<file path="src/shared/rwa_pkg.sv">
// Notes on behaviour
// - SONET size select picks 16 or 32-bit pattern
// - In bit-slip mode each slip request rising edge slips one bit
// - Enable edge-sensitive at 8 bits, level at 10
// - Polarity input inverts every incoming word bit
// - Basic bit-slip mode may reverse output bit order
// - Current slipped bit count is always visible
// - Pattern detect high when pattern on boundary
// - Pattern detect one bit, or two when double width
// - Asynchronous control inputs are synchronised first
// - Manual mode sync pulse one cycle, none in slip
// - Run-length violation pulse lasts at least two or three clocks
package rwa_pkg;

   // ************************************************************
   // Widths
   // ************************************************************
   localparam int RWA_WORD_MAX = 20;
   localparam int RWA_BYTE_MAX = 10;
   localparam logic [4:0] RWA_BYTE_NARROW = 5'h08;
   localparam logic [4:0] RWA_BYTE_WIDE = 5'h0A;

   // ************************************************************
   // Register offsets (byte addresses)
   // ************************************************************
   localparam logic [7:0] RWA_OFF_CTRL = 8'h00;
   localparam logic [7:0] RWA_OFF_PATTERN = 8'h04;
   localparam logic [7:0] RWA_OFF_RUN_LIMIT = 8'h08;
   localparam logic [7:0] RWA_OFF_STATE = 8'h0C;
   localparam logic [7:0] RWA_OFF_IRQ_STATUS = 8'h10;
   localparam logic [7:0] RWA_OFF_IRQ_ENABLE = 8'h14;
   localparam logic [7:0] RWA_OFF_IRQ_CLEAR = 8'h18;

   // ************************************************************
   // Control fields
   // ************************************************************
   localparam int RWA_CTRL_SLIP_MODE = 0;
   localparam int RWA_CTRL_WIDTH_LSB = 1;
   localparam int RWA_CTRL_SONET = 3;
   localparam int RWA_CTRL_BYTE_SER = 4;
   localparam int RWA_CTRL_BITS = 5;

   // ************************************************************
   // State register fields
   // ************************************************************
   localparam int RWA_ST_SLIP_LSB = 0;
   localparam int RWA_ST_DETECT_LSB = 5;
   localparam int RWA_ST_SYNC_LSB = 7;
   localparam int RWA_ST_HUNT = 9;
   localparam int RWA_ST_LOCK = 10;
   localparam int RWA_ST_RUN_VIOL = 11;

   // ************************************************************
   // Interrupt events
   // ************************************************************
   localparam int RWA_IRQ_DETECT = 0;
   localparam int RWA_IRQ_SYNC = 1;
   localparam int RWA_IRQ_RUN_VIOL = 2;
   localparam int RWA_IRQ_SLIP = 3;
   localparam int RWA_IRQ_BITS = 4;

   // ************************************************************
   // Reset values and counts
   // ************************************************************
   localparam logic [RWA_CTRL_BITS-1:0] RWA_CTRL_RESET = 5'h00;
   localparam logic [31:0] RWA_PATTERN_RESET = 32'h0000_F628;
   localparam logic [7:0] RWA_RUN_LIMIT_RESET = 8'h28;
   localparam logic [1:0] RWA_RUN_HOLD_PLAIN = 2'h2;
   localparam logic [1:0] RWA_RUN_HOLD_SER = 2'h3;

   typedef enum logic [1:0] {RWA_IDLE, RWA_HUNT, RWA_LOCKED} rwa_search_type;

endpackage

</file>
<file path="src/logic/rwa_sync.sv">
module rwa_sync #(
   parameter int WIDTH = 1
) (
   input wire logic pclk,
   input wire logic presetn,
   input wire logic [WIDTH-1:0] async_in,
   output logic [WIDTH-1:0] sync_out
);

   logic [WIDTH-1:0] meta_q;
   logic [WIDTH-1:0] sync_q;

   always_ff @(posedge pclk or negedge presetn) begin
      if (!presetn) begin
         meta_q <= '0;
         sync_q <= '0;
      end else begin
         meta_q <= async_in;
         sync_q <= meta_q;
      end
   end

   assign sync_out = sync_q;

endmodule

</file>
<file path="src/logic/rwa_aligner.sv">
module rwa_aligner import rwa_pkg::*; (
   input wire logic pclk,
   input wire logic presetn,
   input wire logic [7:0] paddr,
   input wire logic psel,
   input wire logic penable,
   input wire logic pwrite,
   input wire logic [31:0] pwdata,
   output logic [31:0] prdata,
   output logic pready,
   output logic pslverr,
   input wire logic rx_digital_reset,
   input wire logic [19:0] rx_word,
   input wire logic sonet_pattern_size_select,
   input wire logic slip_request,
   input wire logic manual_align_enable,
   input wire logic polarity_invert,
   input wire logic bit_reverse,
   output logic [19:0] aligned_word,
   output logic [1:0] pattern_detect,
   output logic [1:0] sync_status,
   output logic [4:0] slip_count,
   output logic run_length_violation,
   output logic irq
);

   // ************************************************************
   // Helpers
   // ************************************************************
   function automatic logic [19:0] f_mask(input logic [4:0] n);
      logic [19:0] m;
      m = 20'h0;
      for (int i = 0; i < 20; i++) begin
         m[i] = (5'(i) < n);
      end
      return m;
   endfunction

   function automatic logic f_match(input logic [9:0] s0, input logic [9:0] s1,
                                    input logic [9:0] s2, input logic [9:0] s3,
                                    input logic [2:0] len, input logic [4:0] bw,
                                    input logic [31:0] pat, input logic [9:0] bm);
      logic ok;
      ok = (s0 == (10'(pat) & bm));
      if (len > 3'h1) begin
         ok = ok && (s1 == (10'(pat >> bw) & bm));
      end
      if (len > 3'h2) begin
         ok = ok && (s2 == (10'(pat >> (2 * int'(bw))) & bm));
         ok = ok && (s3 == (10'(pat >> (3 * int'(bw))) & bm));
      end
      return ok;
   endfunction

   function automatic logic [19:0] f_reverse(input logic [19:0] d, input logic [4:0] bw,
                                              input logic dbl);
      logic [19:0] r;
      r = 20'h0;
      for (int i = 0; i < RWA_BYTE_MAX; i++) begin
         if (i < int'(bw)) begin
            r[i] = d[int'(bw) - 1 - i];
            if (dbl) begin
               r[int'(bw) + i] = d[2 * int'(bw) - 1 - i];
            end
         end
      end
      return r;
   endfunction

   // ************************************************************
   // Control input synchronisation
   // ************************************************************
   logic [4:0] ctl_s;
   logic size_s, rev_s, inv_s, en_s, slip_s;
   logic slip_dly_q, slip_dly_d, en_dly_q, en_dly_d;

   rwa_sync #(.WIDTH(5)) u_ctl_sync (
      .pclk(pclk),
      .presetn(presetn),
      .async_in({sonet_pattern_size_select, bit_reverse, polarity_invert,
                 manual_align_enable, slip_request}),
      .sync_out(ctl_s)
   );
   assign {size_s, rev_s, inv_s, en_s, slip_s} = ctl_s;

   // ************************************************************
   // Registers
   // ************************************************************
   logic [RWA_CTRL_BITS-1:0] ctrl_q, ctrl_d;
   logic [31:0] pattern_q, pattern_d;
   logic [7:0] limit_q, limit_d;
   logic [RWA_IRQ_BITS-1:0] irq_stat_q, irq_stat_d, irq_en_q, irq_en_d, irq_clr;
   logic [RWA_IRQ_BITS-1:0] events;
   logic [31:0] prdata_q, prdata_d, rd_val;
   logic addr_hit, wr_acc;
   rwa_search_type state_q, state_d;

   always_comb begin
      addr_hit = 1'b1;
      rd_val = 32'h0;
      unique case (paddr)
         RWA_OFF_CTRL: rd_val = {27'h0, ctrl_q};
         RWA_OFF_PATTERN: rd_val = pattern_q;
         RWA_OFF_RUN_LIMIT: rd_val = {24'h0, limit_q};
         RWA_OFF_STATE: rd_val = {20'h0, run_length_violation, state_q == RWA_LOCKED,
                                  state_q == RWA_HUNT, sync_status, pattern_detect,
                                  slip_count};
         RWA_OFF_IRQ_STATUS: rd_val = {28'h0, irq_stat_q};
         RWA_OFF_IRQ_ENABLE: rd_val = {28'h0, irq_en_q};
         RWA_OFF_IRQ_CLEAR: rd_val = 32'h0;
         default: addr_hit = 1'b0;
      endcase
      wr_acc = psel && penable && pwrite && addr_hit;
      ctrl_d = ctrl_q;
      pattern_d = pattern_q;
      limit_d = limit_q;
      irq_en_d = irq_en_q;
      irq_clr = '0;
      if (wr_acc) begin
         unique case (paddr)
            RWA_OFF_CTRL: ctrl_d = pwdata[RWA_CTRL_BITS-1:0];
            RWA_OFF_PATTERN: pattern_d = pwdata;
            RWA_OFF_RUN_LIMIT: limit_d = pwdata[7:0];
            RWA_OFF_IRQ_ENABLE: irq_en_d = pwdata[RWA_IRQ_BITS-1:0];
            RWA_OFF_IRQ_CLEAR: irq_clr = pwdata[RWA_IRQ_BITS-1:0];
            default: ;
         endcase
      end
      // A fresh event outranks a clear in the same cycle
      irq_stat_d = (irq_stat_q & ~irq_clr) | events;
      prdata_d = (psel && !penable && !pwrite) ? rd_val : prdata_q;
   end

   always_ff @(posedge pclk or negedge presetn) begin
      if (!presetn) begin
         ctrl_q <= RWA_CTRL_RESET;
         pattern_q <= RWA_PATTERN_RESET;
         limit_q <= RWA_RUN_LIMIT_RESET;
         irq_stat_q <= '0;
         irq_en_q <= '0;
         prdata_q <= 32'h0;
      end else begin
         ctrl_q <= ctrl_d;
         pattern_q <= pattern_d;
         limit_q <= limit_d;
         irq_stat_q <= irq_stat_d;
         irq_en_q <= irq_en_d;
         prdata_q <= prdata_d;
      end
   end

   assign prdata = prdata_q;
   assign pready = 1'b1;
   assign pslverr = psel && penable && !addr_hit;
   assign irq = |(irq_stat_q & irq_en_q);

   // ************************************************************
   // Alignment datapath
   // ************************************************************
   logic [4:0] off_q, off_d, byte_w, word_w, cand;
   logic [19:0] prev_q, prev_d, cur_m, wmask, aligned_pre, out_d;
   logic [39:0] win;
   logic [9:0] bmask, ab0, ab1, pb0;
   logic [9:0] h0_q, h1_q, h2_q, h0_d, h1_d, h2_d;
   logic [2:0] pat_len;
   logic [1:0] pd, sync_d;
   logic slip_mode, dbl, level_mode, start, en_rise, slip_rise, hit;

   always_comb begin
      slip_mode = ctrl_q[RWA_CTRL_SLIP_MODE];
      dbl = ctrl_q[RWA_CTRL_WIDTH_LSB + 1];
      byte_w = ctrl_q[RWA_CTRL_WIDTH_LSB] ? RWA_BYTE_WIDE : RWA_BYTE_NARROW;
      word_w = dbl ? 5'(byte_w << 1) : byte_w;
      wmask = f_mask(word_w);
      bmask = 10'(f_mask(byte_w));
      // Inversion ahead of all alignment work
      cur_m = (rx_word ^ {20{inv_s}}) & wmask;
      // Two words side by side let any boundary offset be extracted
      win = ({20'h0, cur_m} << word_w) | {20'h0, prev_q};
      aligned_pre = 20'(win >> off_q) & wmask;
      ab0 = 10'(aligned_pre) & bmask;
      ab1 = 10'(aligned_pre >> byte_w) & bmask;
      // Larger patterns only under SONET framing
      if (ctrl_q[RWA_CTRL_SONET]) begin
         pat_len = size_s ? 3'h4 : 3'h2;
      end else begin
         pat_len = 3'h1;
      end
      pd[0] = f_match(ab0, h0_q, h1_q, h2_q, pat_len, byte_w, pattern_q, bmask);
      pd[1] = dbl && f_match(ab1, ab0, h0_q, h1_q, pat_len, byte_w, pattern_q,
                             bmask);
      // Search looks for the last byte of the pattern at every offset at once
      pb0 = 10'(pattern_q) & bmask;
      hit = 1'b0;
      cand = 5'h0;
      for (int o = 0; o < RWA_WORD_MAX; o++) begin
         if (5'(o) < word_w && !hit && ((10'(win >> o) & bmask) == pb0)) begin
            hit = 1'b1;
            cand = 5'(o);
         end
      end
      out_d = (ctrl_q[RWA_CTRL_SONET] == 1'b0 && slip_mode && rev_s) ?
              f_reverse(aligned_pre, byte_w, dbl) : aligned_pre;
      prev_d = cur_m;
      if (dbl) begin
         h0_d = ab1;
         h1_d = ab0;
         h2_d = h0_q;
      end else begin
         h0_d = ab0;
         h1_d = h0_q;
         h2_d = h1_q;
      end
   end

   // ************************************************************
   // Boundary control
   // ************************************************************
   always_comb begin
      // Pulse width of two clocks from the far side keeps these edges visible
      slip_rise = slip_s && !slip_dly_q;
      en_rise = en_s && !en_dly_q;
      slip_dly_d = slip_s;
      en_dly_d = en_s;
      level_mode = (byte_w == RWA_BYTE_WIDE);
      start = level_mode ? en_s : en_rise;
      state_d = state_q;
      off_d = off_q;
      sync_d = 2'h0;
      if (slip_mode) begin
         state_d = RWA_IDLE;
         if (slip_rise) begin
            off_d = (off_q >= word_w - 5'h1) ? 5'h0 : off_q + 5'h1;
         end
      end else begin
         unique case (state_q)
            RWA_IDLE: begin
               if (start) begin
                  state_d = RWA_HUNT;
               end
            end
            RWA_HUNT: begin
               if (level_mode && !en_s) begin
                  state_d = RWA_IDLE;
               end else if (|pd) begin
                  state_d = RWA_LOCKED;
                  sync_d = pd;
               end else if (hit) begin
                  off_d = cand;
               end
            end
            RWA_LOCKED: begin
               if (level_mode && !en_s) begin
                  state_d = RWA_IDLE;
               end else if (!level_mode && en_rise) begin
                  state_d = RWA_HUNT;
               end
            end
         endcase
      end
      if (off_d >= word_w) begin
         off_d = 5'h0;
      end
      if (rx_digital_reset) begin
         state_d = RWA_IDLE;
         off_d = 5'h0;
         sync_d = 2'h0;
      end
   end

   // ************************************************************
   // Run-length check
   // ************************************************************
   logic [7:0] run_q, run_d;
   logic last_q, last_d, viol;
   logic [1:0] hold_q, hold_d;

   always_comb begin
      run_d = run_q;
      last_d = last_q;
      viol = 1'b0;
      // Oldest bit first, counting across word edges
      for (int i = 0; i < RWA_WORD_MAX; i++) begin
         if (5'(i) < word_w) begin
            if (cur_m[i] == last_d) begin
               run_d = (run_d == 8'hFF) ? run_d : run_d + 8'h01;
            end else begin
               run_d = 8'h01;
            end
            last_d = cur_m[i];
            if (run_d > limit_q) begin
               viol = 1'b1;
            end
         end
      end
      if (viol) begin
         hold_d = ctrl_q[RWA_CTRL_BYTE_SER] ? RWA_RUN_HOLD_SER : RWA_RUN_HOLD_PLAIN;
      end else begin
         hold_d = (hold_q != 2'h0) ? hold_q - 2'h1 : 2'h0;
      end
      if (rx_digital_reset) begin
         run_d = 8'h0;
         hold_d = 2'h0;
      end
      events = '0;
      events[RWA_IRQ_DETECT] = |pd;
      events[RWA_IRQ_SYNC] = |sync_d;
      events[RWA_IRQ_RUN_VIOL] = viol;
      events[RWA_IRQ_SLIP] = slip_mode && slip_rise;
   end

   always_ff @(posedge pclk or negedge presetn) begin
      if (!presetn) begin
         state_q <= RWA_IDLE;
         off_q <= 5'h0;
         prev_q <= 20'h0;
         h0_q <= 10'h0;
         h1_q <= 10'h0;
         h2_q <= 10'h0;
         slip_dly_q <= 1'b0;
         en_dly_q <= 1'b0;
         run_q <= 8'h0;
         last_q <= 1'b0;
         hold_q <= 2'h0;
         aligned_word <= 20'h0;
         pattern_detect <= 2'h0;
         sync_status <= 2'h0;
         run_length_violation <= 1'b0;
      end else begin
         state_q <= state_d;
         off_q <= off_d;
         prev_q <= rx_digital_reset ? 20'h0 : prev_d;
         h0_q <= rx_digital_reset ? 10'h0 : h0_d;
         h1_q <= rx_digital_reset ? 10'h0 : h1_d;
         h2_q <= rx_digital_reset ? 10'h0 : h2_d;
         slip_dly_q <= slip_dly_d;
         en_dly_q <= en_dly_d;
         run_q <= run_d;
         last_q <= last_d;
         hold_q <= hold_d;
         aligned_word <= rx_digital_reset ? 20'h0 : out_d;
         pattern_detect <= rx_digital_reset ? 2'h0 : pd;
         sync_status <= sync_d;
         run_length_violation <= (hold_d != 2'h0);
      end
   end

   // Offset is live so user logic can follow each slip
   assign slip_count = off_q;

endmodule

</file>
<file path="config.mk">
export PLATFORM = sky130hd
export DESIGN_NAME = rwa_aligner
export DESIGN_NICKNAME = d
export VERILOG_FILES = /design/src/shared/rwa_pkg.sv /design/src/logic/rwa_sync.sv /design/src/logic/rwa_aligner.sv
export SDC_FILE = /design/constraint.sdc
export NUM_CORES = 1
export LEC_CHECK = 0
export BUFFER_PORTS_ARGS = -buffer_cell sky130_fd_sc_hd__buf_2
export CAP_MARGIN = 20
export CORE_AREA = 4 4 277 279
export DETAILED_ROUTE_END_ITERATION = 12
export DIE_AREA = 0 0 281 283
export SETUP_SLACK_MARGIN = 0.3
export SYNTH_ARGS = -nofsm -noshare
export SYNTH_HDL_FRONTEND = slang
export SYNTH_SLANG_ARGS = --single-unit
</file>
<file path="constraint.sdc">
create_clock -name pclk -period 28.1 [get_ports pclk]
set_input_delay 5.62 -clock pclk [delete_from_list [all_inputs] [get_ports pclk]]
set_output_delay 5.62 -clock pclk [all_outputs]
set_load 0.02 [all_outputs]
</file>
# [Word level (Yosys, flattened, before mapping)]
# Cells that the tools add are included.
[op_classes] n_addsub=52 mul=1 magnitude_cmp=104 eq_ne=80 n_shift=6 n_mux=339 bitwise=35 n_reduce_logical=108
[ops] cell="2-to-1 mux 8 bit" n=81
[ops] cell="less-than comparator 32 x 7 -> 1 bit (second input constant)" n=16
[ops] cell="2-to-1 mux 20 bit" n=23
[ops] cell="equality test 10 bit" n=28
[ops] cell="bitwise AND 10 bit" n=26
[ops] cell="bitwise mux 20 bit" n=10
[ops] cell="case mux 32 bit (6 select lines)" n=1
[ops] cell="adder 8 x 1 -> 8 bit (second input constant)" n=20
[ops] cell="equality test 8 bit (second input constant)" n=20
[ops] cell="> comparator 8 bit" n=20
[ops] cell="2-to-1 mux 5 bit" n=28
[ops] cell="2-to-1 mux 1 bit" n=138
[ops] cell="binary-select mux 1 bit (select 5 bit)" n=20
[ops] cell="logical AND 1 bit" n=69
[ops] cell="2-to-1 mux 10 bit" n=6
[ops] cell="less-than comparator 5 x 6 -> 1 bit (second input constant)" n=9
[ops] cell="demux 1 bit (select 5 bit)" n=10
[ops] cell="greater-or-equal comparator 5 x 1 -> 1 bit (second input constant)" n=9
[ops] cell="bitwise AND 20 bit" n=2
[ops] cell="less-than comparator 4 x 5 -> 1 bit (first input constant)" n=8
[ops] cell="OR 40 x 20 -> 40 bit" n=1
[ops] cell="<< shifter 20 x 5 -> 40 bit" n=1
[ops] cell=">> shifter 40 x 5 -> 20 bit" n=1
[ops] cell="2-to-1 mux 2 bit" n=17
[ops] cell="65 further kinds" n=161
[word_totals] regBits=190 input_bits=71 out_inout_bits=65

# [Longest topological paths before layout]
[depth] depth_word=108 mapped_depth=149 ltp_nobuf=141

# [Cells and area by module]
# Synthesis repeated with hierarchy kept, for this count alone.
[hier_totals] hier_cells=3871 hier_area_um2=29194.2
[by_module_without_submodules] mod="rwa_aligner" instances=1 cells_per_inst=3861 area_per_inst_um2=28944.0 seq_area_each_um2=4516.8
[by_module_without_submodules] mod="rwa_sync" instances=1 cells_per_inst=10 area_per_inst_um2=250.2 seq_area_each_um2=250.2

# [Least setup slack after synthesis]
# Ideal clock, no wire load.
[synth_timing] kind="input to register" from="input rx_word[0]" to="register run_length_violation" setup_ns=0.156 arrival_ns=34.524 required_time_ns=27.944 setup_slack_ns=-6.581 stages=140 cell_sequence="buf_2 -> xor3_2 -> nor2_1 -> ha_1 -> o21ai_0 -> nand2b_1 -> nor2_1 -> nand4_2 -> xnor2_1 -> nor2_1 -> inv_1 -> ha_1 -> nand3_1 -> o32a_1 -> nor4_2 -> mux2i_1 -> ha_1 -> nand2_1 -> [104 not listed] -> inv_1 -> ha_1 -> inv_1 -> nor4_4 -> nand2_2 -> and3_1 -> nor3_1 -> ha_1 -> o21a_1 -> o21ai_0 -> nand2b_1 -> a21oi_1 -> o21ai_0 -> o21ai_0 -> a31oi_1 -> nor4_1 -> mux2i_1 -> a31oi_1"
[synth_between] elab_chain_cells=106 word_cells_on_any_way=220 classes_between="add/sub: 19; order compare: 20; eq/ne: 39; mux: 139; bitwise: 2; reduce/logical: 1"
[synth_lines] item="start: declaration" line="rwa_aligner.sv:13" rtl="input wire logic [19:0] rx_word,"
[synth_lines] item="XOR 20 bit *" line="rwa_aligner.sv:177" rtl="cur_m = (rx_word ^ {20{inv_s}}) & wmask;"
[synth_lines] item="bitwise AND 20 bit *" line="rwa_aligner.sv:177"
[synth_lines] item="equality test 1 bit" line="rwa_aligner.sv:285" rtl="if (cur_m[i] == last_d) begin"
[synth_lines] item="2-to-1 mux 8 bit" line="rwa_aligner.sv:285"
[synth_lines] item="2-to-1 mux 8 bit (2 in series)" line="rwa_aligner.sv:284" rtl="if (5'(i) < word_w) begin"
[synth_lines] item="adder 8 x 1 -> 8 bit or equality test 8 bit (tied branches)" line="rwa_aligner.sv:286" rtl="run_d = (run_d == 8'hFF) ? run_d : run_d + 8'h01;"
[synth_lines] item="2-to-1 mux 8 bit" line="rwa_aligner.sv:286"
[synth_lines] item="2-to-1 mux 8 bit" line="rwa_aligner.sv:285"
[synth_lines] item="[89 not listed]"
[synth_lines] item="2-to-1 mux 8 bit" line="rwa_aligner.sv:285"
[synth_lines] item="2-to-1 mux 8 bit" line="rwa_aligner.sv:284"
[synth_lines] item="> comparator 8 bit" line="rwa_aligner.sv:291" rtl="if (run_d > limit_q) begin"
[synth_lines] item="2-to-1 mux 1 bit" line="rwa_aligner.sv:291"
[synth_lines] item="2-to-1 mux 1 bit *" line="rwa_aligner.sv:284"
[synth_lines] item="2-to-1 mux 2 bit *" line="rwa_aligner.sv:296" rtl="if (viol) begin"
[synth_lines] item="2-to-1 mux 2 bit *" line="rwa_aligner.sv:301" rtl="if (rx_digital_reset) begin"
[synth_lines] item="nonzero test 2 bit *" line="rwa_aligner.sv:344" rtl="run_length_violation <= (hold_d != 2'h0);"
[synth_lines] item="end signal: assignment" line="rwa_aligner.sv:344"
[synth_lines] item="end: declaration" line="rwa_aligner.sv:23" rtl="output logic run_length_violation,"
# Every way passes the cells marked *; elsewhere a longest branch is shown, timed or not. The select of a mux whose other input is x is not followed.
# A chain may end at the register's enable or synchronous reset.

# [Worst setup path after layout]
# Ends and elaborated chain as after synthesis.

==> impl_metrics.toml <==
[die]
row_count = 100
ioPinCount = 136
die_w_um = 281
die_h_um = 283
coreArea_um2 = 74200
initial_core_util = 0.396
die_area_um2 = 79500

[final_layout]
drive_gt1_frac = 0.296
post-route-cell-area_um2 = 38600
nFillCells = 7187
fin_util = 0.520
layout.nets = 4975
area_growth_pct = 31.3
layout.cells.non_filler = 5693
n_antenna_cell = 0

[placement]
placedInstanceArea_um2 = 36700
portBuffers = 134
routabilityCongestion = 0.970
place_inst = 5572
dp_hpwl_um = 89700

[global_routing]
grt_overflow = 0
grt_util_all_layers = 0.286
grt_pass1_wl_um = 184000
antenna_found_initial = 0
grt_pass1_vias = 32500
grt_start_max_net_pins = 120

[clock_network]
clkTransAtPathRegs_ps = 80
cts-root-buf = "clkbuf_16"
cts_tree = "yes"
cts_hold_repair.buffers = 0
cts_sinks = 190
clockBufferDepth = 2
clk_latency_ps = 460
cts.htree.levels = 4
cts_buffers = 17

[detailed_routing]
wl_um = 119000
ant_nets = 0
wl_per_cell_um = 20.9
vias = 34300
drtIter0Drc = 3302
viasPerCell = 6.02
drtPass1Iterations = 6
route.detailed.drc = 0

[yosys]
postSynthAreaPerCell_um2 = 7.45
syn_inst = 3946
syn_area_um2 = 29400
syn-num-nets = 4210
ys_warn_count = 0
synth_edf_count = 0
ys_seq_area_frac = 0.162
ys.flop_type = "dfrtp_1"
async_flop_share = 1.00
ys_seq_elements = 190
ys_types = 130

[worst_setup_path]
crit_fanout = 8
critPathLaunch = "rx_word[0]"
path_delay_family = "simple AND/OR/NAND/NOR gates"
critPathKind = "in2reg"
arrival_ps = 28840
crit_buf_inv = 18
r2r-start = "run_q[0]"
start_kind = "primary input"
critPathMaxStageDelay_ps = 560
crit_top_cell = "buf_4"
critPathRequiredTime_ps = 28400
critPathSlowestCell = "a21oi_1"
worstSetupEndpointType = "flop"

[power_and_ir_drop]
power_frac_seq = 0.259
switching_share = 0.407
switching_power_uw = 473
p_per_area_nw_per_um2 = 30.1
cellLeakagePower_uw = 0.0170
combinationalPowerShare = 0.513
vdd_drop_max_uv = 37.4
clockPowerShare = 0.228
p_int_uw = 689

[run_status]
status = "complete, but fails checks"
violations = "setup timing"

[timing]
fin_hold_ws_ps = 352
min_period_ps = 28530
max_slew_margin = 0.292
hold_viol_final = 0
slew_viol_final = 0
finalSetupViolCount = 4
fin_crit_sh = 1.02
grt_setup_unrepaired = "yes"
fin_skew_ps = 15.2
fin_ws_ps = -435
tightestPinTransition_ps = 1050
max_freq_ghz = 0.0350

[worst_hold_path]
min_from = "u_ctl_sync.meta_q[0]"
hp-class = "reg2reg"

[flow_run]
cap_violations = 0
## final timing paths
kind | end | slack (ps) | depth (start not counted)
max | run_length_violation | -430 | 136
min | u_ctl_sync.sync_out[0] | 350 | 0
max reg2reg | run_length_violation | 3320 | 138
min reg2reg | u_ctl_sync.sync_out[0] | 350 | 0
max in group asynchronous | ctrl_q[2] | 21210 | 2
min in group asynchronous | prev_q[6] | 5320 | 1
## stage by stage
step,total power (uW),TNS (ps),worst slack (ps)
3_3_place_gp,847,-2980,-848
2_1_floorplan,639,-20990,-2930
6_report,1160,-1430,-435
5_1_grt,1230,-7250,-1700
4_1_cts,1140,0,10.9
3_5_place_dp,850,-5280,-1430
## cell families (layout without fill, tap and decap cells)
group,Yosys count,in the layout,synth area share
mux,198,198,0.0743
fa+ha+maj,193,193,0.0822
simple gates,1519,1519,0.260
buf+inv,334,1112,0.0440
other cells,1,1,0.000128
xor+xnor,347,347,0.104
flops,190,190,0.162
compound gates,1164,1164,0.273
## Yosys cell counts (all sizes together) (13+ instances only)
cell / instances / area, um^2
nor2: 424 / 1610
nand2: 356 / 1340
o21ai: 269 / 1360
a21oi: 259 / 1300
xnor2: 196 / 1720
ha: 193 / 2410
dfrtp: 180 / 4500
clkbuf: 171 / 642
xor2: 149 / 1310
nand3: 140 / 716
nor3: 125 / 698
mux2i: 121 / 1210
inv: 81 / 304
nand4: 77 / 503
buf: 76 / 323
a211oi: 74 / 593
nor4: 73 / 552
mux2: 68 / 769
a31oi: 57 / 363
a21o: 54 / 405
and3: 51 / 320
nand2b: 50 / 313
o21a: 50 / 384
nor2b: 49 / 307
o211ai: 43 / 343
and2: 40 / 250
or2: 34 / 213
o22ai: 30 / 188
a311oi: 26 / 240
a22oi: 24 / 180
or3: 23 / 149
a211o: 21 / 193
o31ai: 20 / 193
o211a: 18 / 180
a2111oi: 16 / 188
and4: 16 / 140
or4: 16 / 131
o311ai: 14 / 130
o2111ai: 13 / 114
o311a: 13 / 130
o32ai: 13 / 155
## layer usage
metal	wire length [um]	global-route usage	vias up
li1	-	-	16200
met1	51900	0.397	16300
met2	55000	0.467	1449
met3	7910	0.0272	254
met4	4260	0.0938	0
met5	0	0	-
## state kept, by name, summed over array words and instances, names as in the netlist, 4 cells and up
signal and count:
pattern_q 32, h1_q 10, h0_q 10, limit_q 8, prdata 32, irq_stat_q 4, aligned_word 20, slip_count 5
u_ctl_sync.sync_out 5, h2_q 10, ctrl_q 5, run_q 8, u_ctl_sync.meta_q 5, prev_q 20, irq_en_q 4
## cell usage in the layout (no fill, tap or decap), types with 107 or more instances in the layout
master / n
a21oi_1: 241
buf_2: 132
buf_4: 847
dfrtp_1: 176
ha_1: 171
mux2i_1: 114
nand2_1: 344
nand3_1: 131
nor2_1: 409
nor3_1: 107
o21ai_0: 229
xnor2_1: 194
xor2_1: 147
## final cells by class
class                      instances  area [um^2]  area share
sequential                       190         4770       0.124
clock inverter                    15          213     0.00551
multi-input combinational       3422        24400       0.632
inverter                          87          338     0.00876
clock buffer                      17          425      0.0110
tap                              969         1210      0.0314
timing repair buffer             993         7220       0.187
## power groups by stage
stage	logic (uW)	clock network (uW)	registers [uW]
finish	596	265	300
global route	649	279	301
detailed placement	545	0	305
floorplan	342	0	297
global placement	542	0	305
CTS	568	269	300
## what timing repair did
action | CTS | global route
setup buffers | 47 | 40
gates cloned | 0 | 0
pin swaps | 64 | 59
gates resized for setup | 41 | 57
endpoints found under the setup margin | 4 | 12
(Power assumes the default switching activity.)
